File: src/logic/mspeed_pkg.sv
`default_nettype none
package mspeed_pkg;
	// ----------------------------------------
	// frequency format: unsigned, 0.1 Hz per lsb
	// ----------------------------------------
	localparam int          FREQ_W          = 16;
	localparam int          CODE_W          = 8;
	localparam int          SEL_W           = 4;
	localparam int          NUM_SPEEDS      = 16;
	localparam int          NUM_TERMS       = 5;
	localparam logic [15:0] FREQ_RESET      = 16'h0000;
	localparam logic [15:0] JOG_LIMIT       = 16'h0064; // 10.0 Hz
	localparam logic [15:0] FREQ_STEP       = 16'h0001;

	// ----------------------------------------
	// terminal function codes
	// ----------------------------------------
	localparam logic [7:0]  FUNCTION_KEY_SEL_BIT0   = 8'h02;
	localparam logic [7:0]  FUNCTION_KEY_SEL_BIT1   = 8'h03;
	localparam logic [7:0]  FUNCTION_KEY_SEL_BIT2   = 8'h04;
	localparam logic [7:0]  FUNCTION_KEY_SEL_BIT3   = 8'h05;
	localparam logic [7:0]  FUNCTION_KEY_JOG        = 8'h06;

	// ----------------------------------------
	// run source and jog stop selection codes
	// ----------------------------------------
	localparam logic [7:0]  RUN_SRC_TERMINAL = 8'h01;
	localparam logic [7:0]  JOG_STOP_COAST   = 8'h00;
	localparam logic [7:0]  JOG_STOP_DECEL   = 8'h01;
	localparam logic [7:0]  JOG_STOP_DCBRAKE = 8'h02;

	// ----------------------------------------
	// timing
	// ----------------------------------------
	localparam int          CLK_PERIOD_NS   = 4;
	localparam int          RAMP_STEP_NS    = 1000000;
	localparam int          RAMP_STEP_CYC   = RAMP_STEP_NS / CLK_PERIOD_NS;
	localparam int          BRAKE_HOLD_NS   = 1000;
	localparam int          BRAKE_HOLD_CYC  = (BRAKE_HOLD_NS + CLK_PERIOD_NS - 1) / CLK_PERIOD_NS;
	localparam int          CNT_W           = 24;

	// ----------------------------------------
	// drive state
	// ----------------------------------------
	typedef enum logic [4:0] {
		ST_STOP      = 5'b00001,
		ST_RUN       = 5'b00010,
		ST_JOG       = 5'b00100,
		ST_JOG_DECEL = 5'b01000,
		ST_JOG_BRAKE = 5'b10000
	} drive_state_t;
endpackage
`default_nettype wire

File: src/logic/pin_sync.sv
`timescale 1ns/1ps
`default_nettype none
module pin_sync
#(
	parameter int W = 1
)
(
	input  wire logic         clk_sys_i,
	input  wire logic         rst_i,
	input  wire logic [W-1:0] async_i,
	output logic      [W-1:0] sync_o
);
	logic [W-1:0] meta_q;

	// ----------------------------------------
	// two-stage synchroniser for pin levels
	// ----------------------------------------
	// first stage feeds only the second stage
	always_ff @(posedge clk_sys_i or posedge rst_i)
	begin
		if (rst_i)
		begin
			meta_q <= '0;
			sync_o <= '0;
		end
		else
		begin
			meta_q <= async_i;
			sync_o <= meta_q;
		end
	end
endmodule
`default_nettype wire

File: src/logic/term_function_key_map.sv
`timescale 1ns/1ps
`default_nettype none
module term_function_key_map
	import mspeed_pkg::*;
(
	input  wire logic [NUM_TERMS-1:0]        term_i,
	input  wire logic [NUM_TERMS*CODE_W-1:0] term_function_key_i,
	output logic      [SEL_W-1:0]            speed_sel_o,
	output logic                             jog_input_o
);
	// ----------------------------------------
	// function-code routing of the five terminals
	// ----------------------------------------
	// several terminals with one code are or-ed together
	always_comb
	begin
		logic [CODE_W-1:0] code;
		code        = '0;
		speed_sel_o = '0;
		jog_input_o = 1'b0;
		for (int t = 0; t < NUM_TERMS; t++)
		begin
			code = term_function_key_i[t*CODE_W +: CODE_W];
			if (code == FUNCTION_KEY_SEL_BIT0) speed_sel_o[0] = speed_sel_o[0] | term_i[t];
			if (code == FUNCTION_KEY_SEL_BIT1) speed_sel_o[1] = speed_sel_o[1] | term_i[t];
			if (code == FUNCTION_KEY_SEL_BIT2) speed_sel_o[2] = speed_sel_o[2] | term_i[t];
			if (code == FUNCTION_KEY_SEL_BIT3) speed_sel_o[3] = speed_sel_o[3] | term_i[t];
			if (code == FUNCTION_KEY_JOG)      jog_input_o    = jog_input_o | term_i[t];
		end
	end
endmodule
`default_nettype wire

File: src/logic/multispeed_jog_select.sv
`timescale 1ns/1ps
`default_nettype none
// How it works
// - four select inputs form binary index, bit0 lsb
// - codes 02-05 select bits, 06 jog
// - functions map only onto five programmable terminals
// - sixteen speed registers indexed by select value
// - nothing committed without store key press
// - terminal programming only with run off
// - store writes selected register, display follows it
// - monitor shows present output frequency always
// - stored speed accepted only within maximum limit
// - jog frequency from parameter, capped 10 Hz
// - jog frequency applied immediately, no ramp
// - jog input plus run drives jog frequency
// - run key jogs only with terminal source
// - jog stop: coast, decelerate, or dc brake
// - no jog below start frequency or zero
// - index zero uses first speed register
// - forward and reverse together means stop
module multispeed_jog_select
	import mspeed_pkg::*;
#(
	parameter int RAMP_CYC = RAMP_STEP_CYC
)
(
	input  wire logic                        clk_sys_i,
	input  wire logic                        rst_i,
	input  wire logic [NUM_TERMS-1:0]        term_pin_i,
	input  wire logic                        fwd_run_pin_i,
	input  wire logic                        rev_run_pin_i,
	input  wire logic [NUM_TERMS*CODE_W-1:0] terminal_function_key_i,
	input  wire logic [CODE_W-1:0]           run_cmd_source_i,
	input  wire logic [FREQ_W-1:0]           jog_frequency_i,
	input  wire logic [CODE_W-1:0]           jog_stop_select_i,
	input  wire logic [FREQ_W-1:0]           max_frequency_limit_i,
	input  wire logic [FREQ_W-1:0]           start_frequency_i,
	input  wire logic                        run_key_i,
	input  wire logic                        up_key_i,
	input  wire logic                        down_key_i,
	input  wire logic                        store_key_i,
	input  wire logic                        param_wr_i,
	input  wire logic [SEL_W-1:0]            param_idx_i,
	input  wire logic [FREQ_W-1:0]           param_data_i,
	output logic      [FREQ_W-1:0]           target_freq_o,
	output logic      [FREQ_W-1:0]           freq_monitor_o,
	output logic      [FREQ_W-1:0]           freq_setting_display_o,
	output logic      [SEL_W-1:0]            speed_sel_o,
	output logic                             running_o,
	output logic                             jogging_o,
	output logic                             coast_o,
	output logic                             dc_brake_o,
	output logic                             store_reject_o
);
	// ----------------------------------------
	// helpers
	// ----------------------------------------
	// limit check shared by keypad and terminal stores
	function automatic logic freq_ok(input logic [FREQ_W-1:0] f, input logic [FREQ_W-1:0] lim);
		freq_ok = (f <= lim);
	endfunction

	// one ramp step of the output towards a goal
	function automatic logic [FREQ_W-1:0] step_to(input logic [FREQ_W-1:0] cur, input logic [FREQ_W-1:0] goal);
		if (cur < goal)
			step_to = cur + FREQ_STEP;
		else if (cur > goal)
			step_to = cur - FREQ_STEP;
		else
			step_to = cur;
	endfunction

	// ----------------------------------------
	// input capture
	// ----------------------------------------
	logic [NUM_TERMS-1:0] term_s;
	logic                 fwd_s;
	logic                 rev_s;
	logic [SEL_W-1:0]     sel_c;
	logic                 jog_c;

	pin_sync #(
		.W (NUM_TERMS + 2)
	) u_sync (
		.clk_sys_i (clk_sys_i),
		.rst_i     (rst_i),
		.async_i   ({term_pin_i, fwd_run_pin_i, rev_run_pin_i}),
		.sync_o    ({term_s, fwd_s, rev_s})
	);

	// only the five programmable terminals carry these functions
	term_function_key_map u_map (
		.term_i      (term_s),
		.term_function_key_i (terminal_function_key_i),
		.speed_sel_o (sel_c),
		.jog_input_o (jog_c)
	);

	// ----------------------------------------
	// run decode
	// ----------------------------------------
	logic                 terminal_src;
	logic                 term_run;
	logic                 run_cmd;
	logic                 jog_run;
	logic [FREQ_W-1:0]    jog_eff;
	logic                 jog_ok;

	assign terminal_src = (run_cmd_source_i == RUN_SRC_TERMINAL);
	// both directions at once is a stop request
	assign term_run     = fwd_s ^ rev_s;
	// keypad run key counts for jog only in terminal mode
	assign run_cmd      = terminal_src ? (term_run | run_key_i) : run_key_i;
	assign jog_run      = jog_c & terminal_src & (term_run | run_key_i);
	// cap at 10 Hz rather than reject, keeps jog usable
	assign jog_eff      = (jog_frequency_i > JOG_LIMIT) ? JOG_LIMIT : jog_frequency_i;
	assign jog_ok       = (jog_eff != FREQ_RESET) && (jog_eff >= start_frequency_i);

	// ----------------------------------------
	// speed register bank
	// ----------------------------------------
	logic [FREQ_W-1:0]    speed_q [NUM_SPEEDS];
	logic [SEL_W-1:0]     sel_q;
	logic [FREQ_W-1:0]    edit_q;
	logic                 dirty_q;
	logic                 term_store;
	logic                 key_store;
	drive_state_t         state_q;
	drive_state_t         state_d;

	// terminal programming needs stop mode and a pending edit
	assign term_store = store_key_i & dirty_q & (state_q == ST_STOP) & ~run_cmd;
	assign key_store  = param_wr_i & store_key_i;

	// select index registered every clock
	always_ff @(posedge clk_sys_i or posedge rst_i)
	begin
		if (rst_i)
			sel_q <= '0;
		else
			sel_q <= sel_c;
	end

	// writes happen only on a store key press
	always_ff @(posedge clk_sys_i or posedge rst_i)
	begin
		if (rst_i)
		begin
			for (int i = 0; i < NUM_SPEEDS; i++)
				speed_q[i] <= FREQ_RESET;
		end
		else if (term_store && freq_ok(edit_q, max_frequency_limit_i))
			speed_q[sel_q] <= edit_q;
		else if (key_store && freq_ok(param_data_i, max_frequency_limit_i))
			speed_q[param_idx_i] <= param_data_i;
	end

	// displayed setting: follows the selected register until edited
	always_ff @(posedge clk_sys_i or posedge rst_i)
	begin
		if (rst_i)
		begin
			edit_q  <= FREQ_RESET;
			dirty_q <= 1'b0;
		end
		else if (term_store)
		begin
			dirty_q <= 1'b0; // display returns to stored value
			edit_q  <= speed_q[sel_q];
		end
		else if (sel_q != sel_c)
		begin
			// new index drops an unstored edit
			dirty_q <= 1'b0;
			edit_q  <= speed_q[sel_c];
		end
		else if (state_q == ST_STOP && !run_cmd && (up_key_i ^ down_key_i))
		begin
			dirty_q <= 1'b1;
			if (up_key_i && edit_q != {FREQ_W{1'b1}})
				edit_q <= edit_q + FREQ_STEP;
			else if (down_key_i && edit_q != FREQ_RESET)
				edit_q <= edit_q - FREQ_STEP;
		end
		else if (!dirty_q)
			edit_q <= speed_q[sel_q];
	end

	// refused stores raise a flag until the next store attempt
	always_ff @(posedge clk_sys_i or posedge rst_i)
	begin
		if (rst_i)
			store_reject_o <= 1'b0;
		else if (term_store)
			store_reject_o <= ~freq_ok(edit_q, max_frequency_limit_i);
		else if (key_store)
			store_reject_o <= ~freq_ok(param_data_i, max_frequency_limit_i);
	end

	// ----------------------------------------
	// drive state machine
	// ----------------------------------------
	logic [CNT_W-1:0]     ramp_cnt_q;
	logic [CNT_W-1:0]     brake_cnt_q;
	logic                 ramp_tick;
	logic [FREQ_W-1:0]    out_q;

	assign ramp_tick = (ramp_cnt_q == CNT_W'(RAMP_CYC - 1));

	// jog ends per stop selection; a running normal drive ramps down
	always_comb
	begin
		state_d = state_q;
		case (state_q)
			ST_STOP:
			begin
				if (jog_run && jog_ok)
					state_d = ST_JOG;
				else if (run_cmd && !jog_c)
					state_d = ST_RUN;
			end
			ST_RUN:
			begin
				if (!run_cmd && out_q == FREQ_RESET)
					state_d = ST_STOP;
			end
			ST_JOG:
			begin
				if (!jog_run || !jog_ok)
				begin
					if (jog_stop_select_i == JOG_STOP_DECEL)
						state_d = ST_JOG_DECEL;
					else if (jog_stop_select_i == JOG_STOP_DCBRAKE)
						state_d = ST_JOG_BRAKE;
					else
						state_d = ST_STOP;
				end
			end
			ST_JOG_DECEL:
			begin
				if (out_q == FREQ_RESET)
					state_d = ST_STOP;
			end
			ST_JOG_BRAKE:
			begin
				if (brake_cnt_q == CNT_W'(BRAKE_HOLD_CYC - 1))
					state_d = ST_STOP;
			end
			default:
				state_d = ST_STOP;
		endcase
	end

	always_ff @(posedge clk_sys_i or posedge rst_i)
	begin
		if (rst_i)
			state_q <= ST_STOP;
		else
			state_q <= state_d;
	end

	// free-running ramp divider
	always_ff @(posedge clk_sys_i or posedge rst_i)
	begin
		if (rst_i)
			ramp_cnt_q <= '0;
		else if (ramp_tick)
			ramp_cnt_q <= '0;
		else
			ramp_cnt_q <= ramp_cnt_q + 1'b1;
	end

	// dc brake hold timer
	always_ff @(posedge clk_sys_i or posedge rst_i)
	begin
		if (rst_i)
			brake_cnt_q <= '0;
		else if (state_q == ST_JOG_BRAKE)
			brake_cnt_q <= brake_cnt_q + 1'b1;
		else
			brake_cnt_q <= '0;
	end

	// ----------------------------------------
	// frequency outputs
	// ----------------------------------------
	// target from the bank outside jog, capped jog setting in jog; index zero reads the first register
	always_ff @(posedge clk_sys_i or posedge rst_i)
	begin
		if (rst_i)
			target_freq_o <= FREQ_RESET;
		else if (state_q == ST_JOG)
			target_freq_o <= jog_eff;
		else
			target_freq_o <= speed_q[sel_q];
	end

	// output frequency: ramped for normal run, stepped for jog
	always_ff @(posedge clk_sys_i or posedge rst_i)
	begin
		if (rst_i)
			out_q <= FREQ_RESET;
		else
		begin
			case (state_q)
				ST_RUN:
				begin
					if (ramp_tick)
						out_q <= step_to(out_q, run_cmd ? target_freq_o : FREQ_RESET);
				end
				ST_JOG:
					out_q <= jog_eff;
				ST_JOG_DECEL:
				begin
					if (ramp_tick)
						out_q <= step_to(out_q, FREQ_RESET);
				end
				default:
					out_q <= FREQ_RESET; // coast and brake drop the output
			endcase
		end
	end

	// monitor mirrors the present output in every segment
	always_ff @(posedge clk_sys_i or posedge rst_i)
	begin
		if (rst_i)
			freq_monitor_o <= FREQ_RESET;
		else
			freq_monitor_o <= out_q;
	end

	// status pins, all registered
	always_ff @(posedge clk_sys_i or posedge rst_i)
	begin
		if (rst_i)
		begin
			freq_setting_display_o <= FREQ_RESET;
			speed_sel_o            <= '0;
			running_o              <= 1'b0;
			jogging_o              <= 1'b0;
			coast_o                <= 1'b0;
			dc_brake_o             <= 1'b0;
		end
		else
		begin
			freq_setting_display_o <= edit_q;
			speed_sel_o            <= sel_q;
			running_o              <= (state_q != ST_STOP);
			jogging_o              <= (state_q == ST_JOG);
			coast_o                <= (state_q == ST_JOG) && (state_d == ST_STOP);
			dc_brake_o             <= (state_q == ST_JOG_BRAKE);
		end
	end
endmodule
`default_nettype wire

File: config.mk
export PLATFORM = sky130hd
export DESIGN_NAME = multispeed_jog_select
export DESIGN_NICKNAME = d
export VERILOG_FILES = /design/src/logic/mspeed_pkg.sv /design/src/logic/pin_sync.sv /design/src/logic/term_function_key_map.sv /design/src/logic/multispeed_jog_select.sv
export SDC_FILE = /design/constraint.sdc
export NUM_CORES = 2
export LEC_CHECK = 0
export CAP_MARGIN = 20
export CORE_ASPECT_RATIO = 1.5
export CORE_UTILIZATION = 70
export CTS_CLUSTER_DIAMETER = 200
export CTS_CLUSTER_SIZE = 40
export DETAILED_ROUTE_END_ITERATION = 7
export DONT_BUFFER_PORTS = 1
export GPL_ROUTABILITY_DRIVEN = 0
export PLACE_DENSITY = 0.86
export SYNTH_ARGS = -nofsm -noshare
export SYNTH_HDL_FRONTEND = slang
export SYNTH_SLANG_ARGS = --single-unit
File: constraint.sdc
create_clock -name clk_sys_i -period 33.7 [get_ports clk_sys_i]
set_input_delay 3.37 -clock clk_sys_i [delete_from_list [all_inputs] [get_ports clk_sys_i]]
set_output_delay 3.37 -clock clk_sys_i [all_outputs]
set_load 0.02 [all_outputs]
Word level (Yosys, flattened, before mapping):

Cells that the tools add are included.
W data, S select, Z words.

* bits in registers: 417
* bits in latches: 0
* bits in writable memories: 0
* memory bits (read-only): 0
* input port bits: 138
* output and inout port bits: 57
* word-level logic and storage cells: 231
* memories kept: 0

* add/subtract/negate cells: 6
* multiply operators: 0
* divide/modulo/power cells: 0
* order comparisons: 13
* equal/unequal tests: 45
* shifts and indexed selects: 0
* mux-type cells: 72
* bitwise gates (word level): 35
* reductions and logical operators: 26

Operator list (count)
* $bwmux W256: 2
* $mux W256: 2
* $mux W16: 21
* $bmux W16 S4: 2
* $demux W16 S4: 2
* $eq A8 B3 Y1 const B: 15
* $eq A8 B2 Y1 const B: 11
* $add A24 B1 Y24 const B: 2
* $mux W24: 2
* $pmux W16 S3: 1
* $mux W5: 8
* $add A16 B1 Y16 const B: 2
* $le A16 B16 Y1: 2
* $reduce_bool A16 Y1: 2
* $sub A16 B1 Y16 const B: 2
* $mux W1: 31
* $pmux W5 S5: 1
* $eq A24 B18 Y1 const B: 1
* $eq A24 B8 Y1 const B: 1
* $or A1 B1 Y1: 21
* $eq A8 B1 Y1 const B: 2
* $ge A16 B16 Y1: 1
* $gt A16 B1 Y1 const B: 1
* $gt A16 B16 Y1: 1
* other kinds (29): 61

Depth between registers and ports, before layout:

Gate-level depths: netlist (run 1).

* word-level depth: 18
* mapped depth: 18
* gate-level depth less buffers: 15

By module:

Synthesis (run 1) repeated with hierarchy kept, for this count alone.

* cell total of the unflattened synthesis: 2348
* area, all modules: 25584.5 um^2

By module, submodules not included
* multispeed_jog_select: times used 1, cells each 2275, area each 24862.6 um^2, sequential area each 10085.9 um^2
* term_function_key_map: times used 1, cells each 58, area each 367.9 um^2, sequential area each 0.0 um^2
* pin_sync: times used 1, cells each 15, area each 354.1 um^2, sequential area each 350.3 um^2

Least setup slack after synthesis (run 1):

OpenSTA, ideal clock, no wires.

* kind: input-to-reg
* from: in run_cmd_source_i[1]
* to: reg out_q[2]
* setup time: 0.134 ns
* arrival time: 6.960 ns
* required time: 33.566 ns
* setup slack: 26.606 ns
* cell stages on the path: 17
* buffers on the path: 3
* path through: nor4b_1 > a31o_2 > clkbuf_1 > buf_1 > nand2_1 > ha_1 > a21o_1 > a21o_1 > a21o_1 > a21oi_1 > nor2b_1 > o32ai_1 > clkbuf_1 > mux2i_1 > nor3_1 > a211oi_1 > o22ai_1

* longest elaborated chain between the ends: 7
* elaborated cells between the ends (all ways): 10
* those cells by class: 2 x order compare; 2 x eq/ne; 5 x mux; 1 x reduce/logical

RTL lines
* start: declaration: line multispeed_jog_select.sv:33 `input wire logic [CODE_W-1:0] run_cmd_source_i,`
* $eq A8 B1 Y1 (*): line multispeed_jog_select.sv:109 `assign terminal_src = (run_cmd_source_i == RUN_SRC_TERMINAL);`
* $mux W1 (*): line multispeed_jog_select.sv:113 `assign run_cmd = terminal_src ? (term_run | run_key_i) : run_key_i;`
* $mux W16 (*): line multispeed_jog_select.sv:309 `out_q <= step_to(out_q, run_cmd ? target_freq_o : FREQ_RESET);`
* $lt A16 B16 Y1: line multispeed_jog_select.sv:65 `if (cur < goal)`
* $mux W16: line multispeed_jog_select.sv:65
* $mux W16: line multispeed_jog_select.sv:308 `if (ramp_tick)`
* $pmux W16 S3: line multispeed_jog_select.sv:305 `case (state_q)`
* end signal: assignment: line multispeed_jog_select.sv:309
* end signal: assignment: line multispeed_jog_select.sv:312 `out_q <= jog_eff;`
* end signal: assignment: line multispeed_jog_select.sv:316 `out_q <= step_to(out_q, FREQ_RESET);`
* end: declaration: line multispeed_jog_select.sv:206 `logic [FREQ_W-1:0] out_q;`

Every way passes the cells marked *; elsewhere a longest branch is shown, timed or not. The select of a mux whose other input is x is not followed.
A chain may end at the register's enable or synchronous reset.

Worst setup path in the final report (run 1):

* from: in run_cmd_source_i[1]
* to: reg out_q[7]

Same word-level chain as after synthesis.

==> results of run 1 <==
## stage by stage
step | worst slack (ns) | area (µm²)
floorplan | 18.73 | 25600
global placement | 26.37 | 26100
detailed placement | 26.19 | 26100
CTS | 26.79 | 26500
global route | 26.31 | 26500
finish | 26.73 | 26500
## cells in the final DEF (no fill, tap or decap), types with 33 or more instances in the layout
cell	instances
a221o_1	224
nand2_1	182
and2_1	239
inv_1	57
buf_4	43
dfrtp_1	414
mux2i_1	96
nor3_1	33
a21oi_1	65
mux4_2	80
ha_1	83
xor2_1	36
nand3_1	60
o21ai_0	82
nor2_1	116
mux2_2	52
a22oi_1	49
## flip-flops by register name, indices dropped and copies added, names as in the netlist
register and cells:
speed_q 256, brake_cnt_q 24, ramp_cnt_q 24, edit_q 16, freq_monitor_o 16, freq_setting_display_o 16
out_q 16, target_freq_o 16, u_sync.meta_q 7, u_sync.sync_o 7, state_q 5, sel_q 4
speed_sel_o 4, coast_o 1, dc_brake_o 1, dirty_q 1, jogging_o 1, running_o 1
store_reject_o 1
## how the worst min path moves through the flow
stage | startpoint | end | slack, ns | cells past startpoint
final | u_sync.meta_q[3]$_DFF_PP0_ | u_sync.sync_o[3]$_DFF_PP0_ | 0.37 | 0
after global routing | u_sync.meta_q[6]$_DFF_PP0_ | u_sync.sync_o[6]$_DFF_PP0_ | 0.38 | 0
after CTS | u_sync.meta_q[3]$_DFF_PP0_ | u_sync.sync_o[3]$_DFF_PP0_ | 0.37 | 0
after detailed placement | u_sync.meta_q[2]$_DFF_PP0_ | u_sync.sync_o[2]$_DFF_PP0_ | 0.34 | 0
after global placement | u_sync.meta_q[1]$_DFF_PP0_ | u_sync.sync_o[1]$_DFF_PP0_ | 0.33 | 0
after floorplan | u_sync.meta_q[0]$_DFF_PP0_ | u_sync.sync_o[0]$_DFF_PP0_ | 0.33 | 0
## routing by layer
layer	GRT usage [%]	part of all wire, %	routed length (µm)	up-vias
met5	0.408	0.091	80	-
met4	38.3	9.7	8520	12
met3	19.6	14	12300	669
met2	71.5	45	39200	2115
met1	54.0	31	27300	10900
li1	-	-	-	9037
## power by group
part           internal [µW]  leakage (µW)  total, µW  switching [µW]
Sequential               611       0.00549        798             187
Clock                   84.8      0.000201        244             159
Combinational            281       0.00542        596             315
## kinds of logic (layout without fill, tap and decap cells)
logic type,count (synthesis),count (layout),synth area share [%]
other,1,13,0.0146
adders and majority gates,84,84,4.13
buffers and inverters,262,128,4.01
xor gates and xnor gates,68,68,2.33
DFF,417,417,40.8
AOI/OAI and AO/OA,592,592,18.4
muxes,228,228,13.1
and+or+nand+nor,826,826,17.3
## layout make-up
class	instances	area, µm²	area share (%)
multi-input combinational	1807	14400	54.4
sequential	417	10400	39.3
tap	478	598	2.25
timing repair buffer	48	408	1.54
clock buffer	19	390	1.47
inverter	60	233	0.877
clock inverter	1	30.0	0.113
antenna	4	10.0	0.0377
==> run metrics, run 1 <==
status finished with violations; violated checks DRC; async set or reset register ratio after synthesis 100%; CTS tree built; Boundary Pins just under 200; Buffers on Ports 0; Placed Instances around 2800; ratio of cells with drive above 1 in the final layout between 10% and 20%; worst path cell trace nor4b_1 > a31o_2 > nand2_1 > ha_1 > nor2b_1 > o21a_1 > o21a_1 > o21ai_0 > a21oi_1 > o32ai_2 > o21ai_0 > a221oi_1 > a21oi_1; Max Buffers Root-to-Sink 3; routed via count approximately 23000; CTS H-Tree Depth 1; fillers roughly 2400; Reg-to-Reg Start edit_q[5]$_DFFE_PP0P_; maxcap violations 0; synth top area cells dfrtp_1 41%, a221o_1 8.8%, mux4_2 7.0%; final non-filler cell total about 2800; die width ~160 µm; GR Overflow Total 0; initial antenna violation count 9; Root Driver clkbuf_16; core footprint 35900 µm²; Worst EP arrival approximately 7.4 ns; post-synth top area cell dfrtp_1; Layout area overhead 3.69%; Synth Flop Type dfrtp_1; Core Rows 85; Netlist cell types between 80 and 90; Worst-Skew Late Latency 0.58 ns; die area between 30000 and 40000 µm²; largest net degree at the start of global routing 170; part of the cycle the worst path needs 20.7%; flops & latches, synth around 420; RSZ-0062 raised after global routing no; slew margin rel. 21.1%; Yosys warning count 0; vias in the first global route 22900; Largest stage delay, worst path ~0.96 ns; DRC viols 2; TNS Setup 0 ns; R2R depth 13; crit-path max FO 21; number of synthesized flops with an enable pin 0; Crit path buffers/inverters 0; Synth top cells by count 416 x dfrtp_1, 239 x and2_1, 224 x a221o_1, 182 x nand2_1, 142 x clkbuf_1; crit path capture out_q[7]$_DFFE_PP0P_; final-report hold violation count 0; worst-margin pin slew about 1.2 ns; Critical R2R Capture speed_q[62]$_DFFE_PP0P_; DRT antenna net count 0; post_cts resized 0; Synth Cell Area approximately 26000 µm²; Yosys top cell area share 40.7%; total global-route track usage 48.1%; final core area utilization 73.9%; Clock transition at path regs roughly 0.14 ns; Post-Route WL just under 90000 µm; PD cells around 60 nW/µm²; # setup viols final 0; height of the die around 240 µm; crit path time final approximately 7.0 ns; first-pass GRT wire length between 100000 and 150000 µm; critical path class in -> reg; drt pass-1 iters 8; Sink Count 417; R2R Setup Slk between 20 and 30 ns; sequential-to-total area share from yosys stat around two fifths; CP required ~34 ns; CTS buffer count 14; Nets ~2600; worst vdd ir 0.0000503 V; Syn Area/Cell 10.3 µm²; hold slack around 0.37 ns; kind of start point of the critical path input port; vias per inst about 8.0; hold crit path type reg -> reg; CP max-delay cell o32ai_2; Mapped Cells approximately 2500; fmax between 100 and 150 MHz; drt initial violations roughly 3700; number of post-CTS setup repair buffers 0; CP Capture Type flop; logic depth of the worst path, buffers included 13; Slew Limit Fails 0; Initial Util slightly above 70%; clk_skew between 0.03 and 0.04 ns; Avg WL per Cell ~30 µm; CTS Hold Bufs 0; HPWL after detailed placement between 50000 and 60000 µm; Leakage between 0.01 and 0.015 µW; Crit. Startpoint run_cmd_source_i[1]; cell family with most CP delay compound AO/OA/AOI/OAI gates; total power approximately 1600 µW; count leader, synth dfrtp_1
Note: power is estimated with default switching activity, not from simulation.
==> run 2: changes to the inputs <==
--- a/config.mk
+++ b/config.mk
@@ -7,13 +7,13 @@
 export LEC_CHECK = 0
 export CAP_MARGIN = 20
 export CORE_ASPECT_RATIO = 1.5
-export CORE_UTILIZATION = 70
+export CORE_UTILIZATION = 59
 export CTS_CLUSTER_DIAMETER = 200
 export CTS_CLUSTER_SIZE = 40
 export DETAILED_ROUTE_END_ITERATION = 7
 export DONT_BUFFER_PORTS = 1
 export GPL_ROUTABILITY_DRIVEN = 0
-export PLACE_DENSITY = 0.86
+export PLACE_DENSITY = 0.78
 export SYNTH_ARGS = -nofsm -noshare
 export SYNTH_HDL_FRONTEND = slang
 export SYNTH_SLANG_ARGS = --single-unit
==> constraint.sdc (replaced) <==
create_clock -name clk_sys_i -period 6.1 [get_ports clk_sys_i]
set_input_delay 0.61 -clock clk_sys_i [delete_from_list [all_inputs] [get_ports clk_sys_i]]
set_output_delay 0.61 -clock clk_sys_i [all_outputs]
set_load 0.02 [all_outputs]
==> run metrics, run 2 (synthesis results as in run 1) <==
status finished with violations; violated checks DRC; Clock transition at path regs ~0.15 ns; hold crit path type in -> async; vias in the first global route between 20000 and 25000; die area around 44000 µm²; Place WS about 1.1 ns; GR Overflow Total 0; most frequent cells in the layout 414 x dfrtp_1, 239 x and2_1, 224 x a221o_1; Crit path buffers/inverters 1; die width ~170 µm; critical path class reg -> reg; HPWL after detailed placement roughly 57000 µm; Initial Util 59.8%; Largest stage delay, worst path between 1 and 1.5 ns; Max Buffers Root-to-Sink 3; Buffers on Ports 0; most common cell after layout, fill and taps aside dfrtp_1; CP max-delay cell dfrtp_1; DRT antenna net count 0; PD cells ~330 nW/µm²; slew margin rel. between 20 and 25%; largest net degree at the start of global routing roughly 190; part of the cycle the worst path needs approximately 86%; CTS tree built; drt pass-1 iters 8; fmax around 190 MHz; total global-route track usage 37.2%; Leakage approximately 0.011 µW; CP Capture Type flop; worst path cell trace ha_1 > nand4_1 > or3_1 > o221a_2 > o21ai_4 > buf_4 > a41oi_2 > and2_1 > a221o_1; routed via count about 22000; core footprint about 43000 µm²; fillers roughly 3400; RSZ-0062 raised after global routing no; initial antenna violation count 0; CTS buffer count 14; worst vdd ir approximately 0.00026 V; ratio of cells with drive above 1 in the final layout 11.5%; Boundary Pins 195; Slew Limit Fails 0; # setup viols final 0; Post-Route WL between 80000 and 90000 µm; Nets approximately 2600; Root Driver clkbuf_16; final-report hold violation count 0; number of post-CTS setup repair buffers 0; crit-path max FO 22; post_cts resized 0; CTS Hold Bufs 0; cell family with most CP delay compound AO/OA/AOI/OAI gates; Sink Count 417; vias per inst ~7.5; maxcap violations 0; kind of start point of the critical path flop; Worst-Skew Late Latency ~0.57 ns; Avg WL per Cell about 28 µm; biggest regs speed_q (256), brake_cnt_q (24), ramp_cnt_q (24); final core area utilization approximately 62%; Worst EP arrival around 5.7 ns; drt initial violations between 2000 and 3000; Top reg by flops speed_q; clk_skew between 0.03 and 0.04 ns; CP required ~6.6 ns; worst setup margin 0.872 ns; first-pass GRT wire length between 100000 and 150000 µm; worst-margin pin slew roughly 1.2 ns; Core Rows 93; max reg flops ~260; total power between 8000 and 9000 µW; height of the die between 200 and 300 µm; CTS H-Tree Depth 1; crit path time final 5.23 ns; Layout area overhead 4.31%; DRC viols 6
==> run 2: per-stage QoR <==
step	instance area [µm²]	setup TNS (ns)	cells	hold WS, ns
detailed placement	26300	0	2907	0.335
global route	26700	0	2930	0.0364
CTS	26700	0	2927	0.0475
floorplan	25600	-55.22	2486	0.331
global placement	26300	0	2906	0.333
finish	26700	0	2931	0.0550
==> run 2: layout make-up <==
type,instances,area [µm²],share of cell area (%)
Sequential cell,417,10400,39.1
Tap cell,570,713,2.67
Multi-Input combinational cell,1807,14400,54.1
Clock buffer,19,390,1.46
Timing Repair Buffer,56,460,1.72
Inverter,60,229,0.857
Antenna cell,1,2.50,0.00937
Clock inverter,1,30.0,0.112
==> run 2: final timing paths <==
path	end	slack, ns	start	depth (start not counted)
worst max-delay path	speed_q[148]$_DFFE_PP0P_	0.87	edit_q[15]$_DFFE_PP0P_	9
worst max register to register	speed_q[148]$_DFFE_PP0P_	0.87	edit_q[15]$_DFFE_PP0P_	9
worst min-delay path	brake_cnt_q[20]$_DFF_PP0_	0.06	rst_i	2
min in group clk_sys_i	u_sync.meta_q[1]$_DFF_PP0_	0.06	fwd_run_pin_i	0
max in group asynchronous	speed_q[20]$_DFFE_PP0P_	4.47	rst_i	3
worst min register to register	u_sync.sync_o[6]$_DFF_PP0_	0.37	u_sync.meta_q[6]$_DFF_PP0_	0
==> run 2: where the power goes <==
part	internal [µW]	leakage, µW	total (µW)	switching (µW)
Combinational	1550	0.00543	3160	1610
Clock	469	0.000201	1350	883
Sequential	3380	0.00549	4370	994
Total	5390	0.0111	8880	3490
==> run 2: layer usage <==
metal	global-route usage, %	part of all wire, %	vias up
li1	-	-	9049
met1	43.5	34	10800
met2	60.6	48	1628
met3	6.86	9.5	434
met4	27.1	7.9	0
met5	0	0	-
==> run 2: worst reg2reg max path, cell delays in order (launching register included) <==
cell     delay, ns
dfrtp_1       1.05
ha_1          0.26
nand4_1       0.37
or3_1         0.51
o221a_2       0.35
o21ai_4       0.78
buf_4         0.42
a41oi_2       0.64
and2_1        0.46
a221o_1       0.27
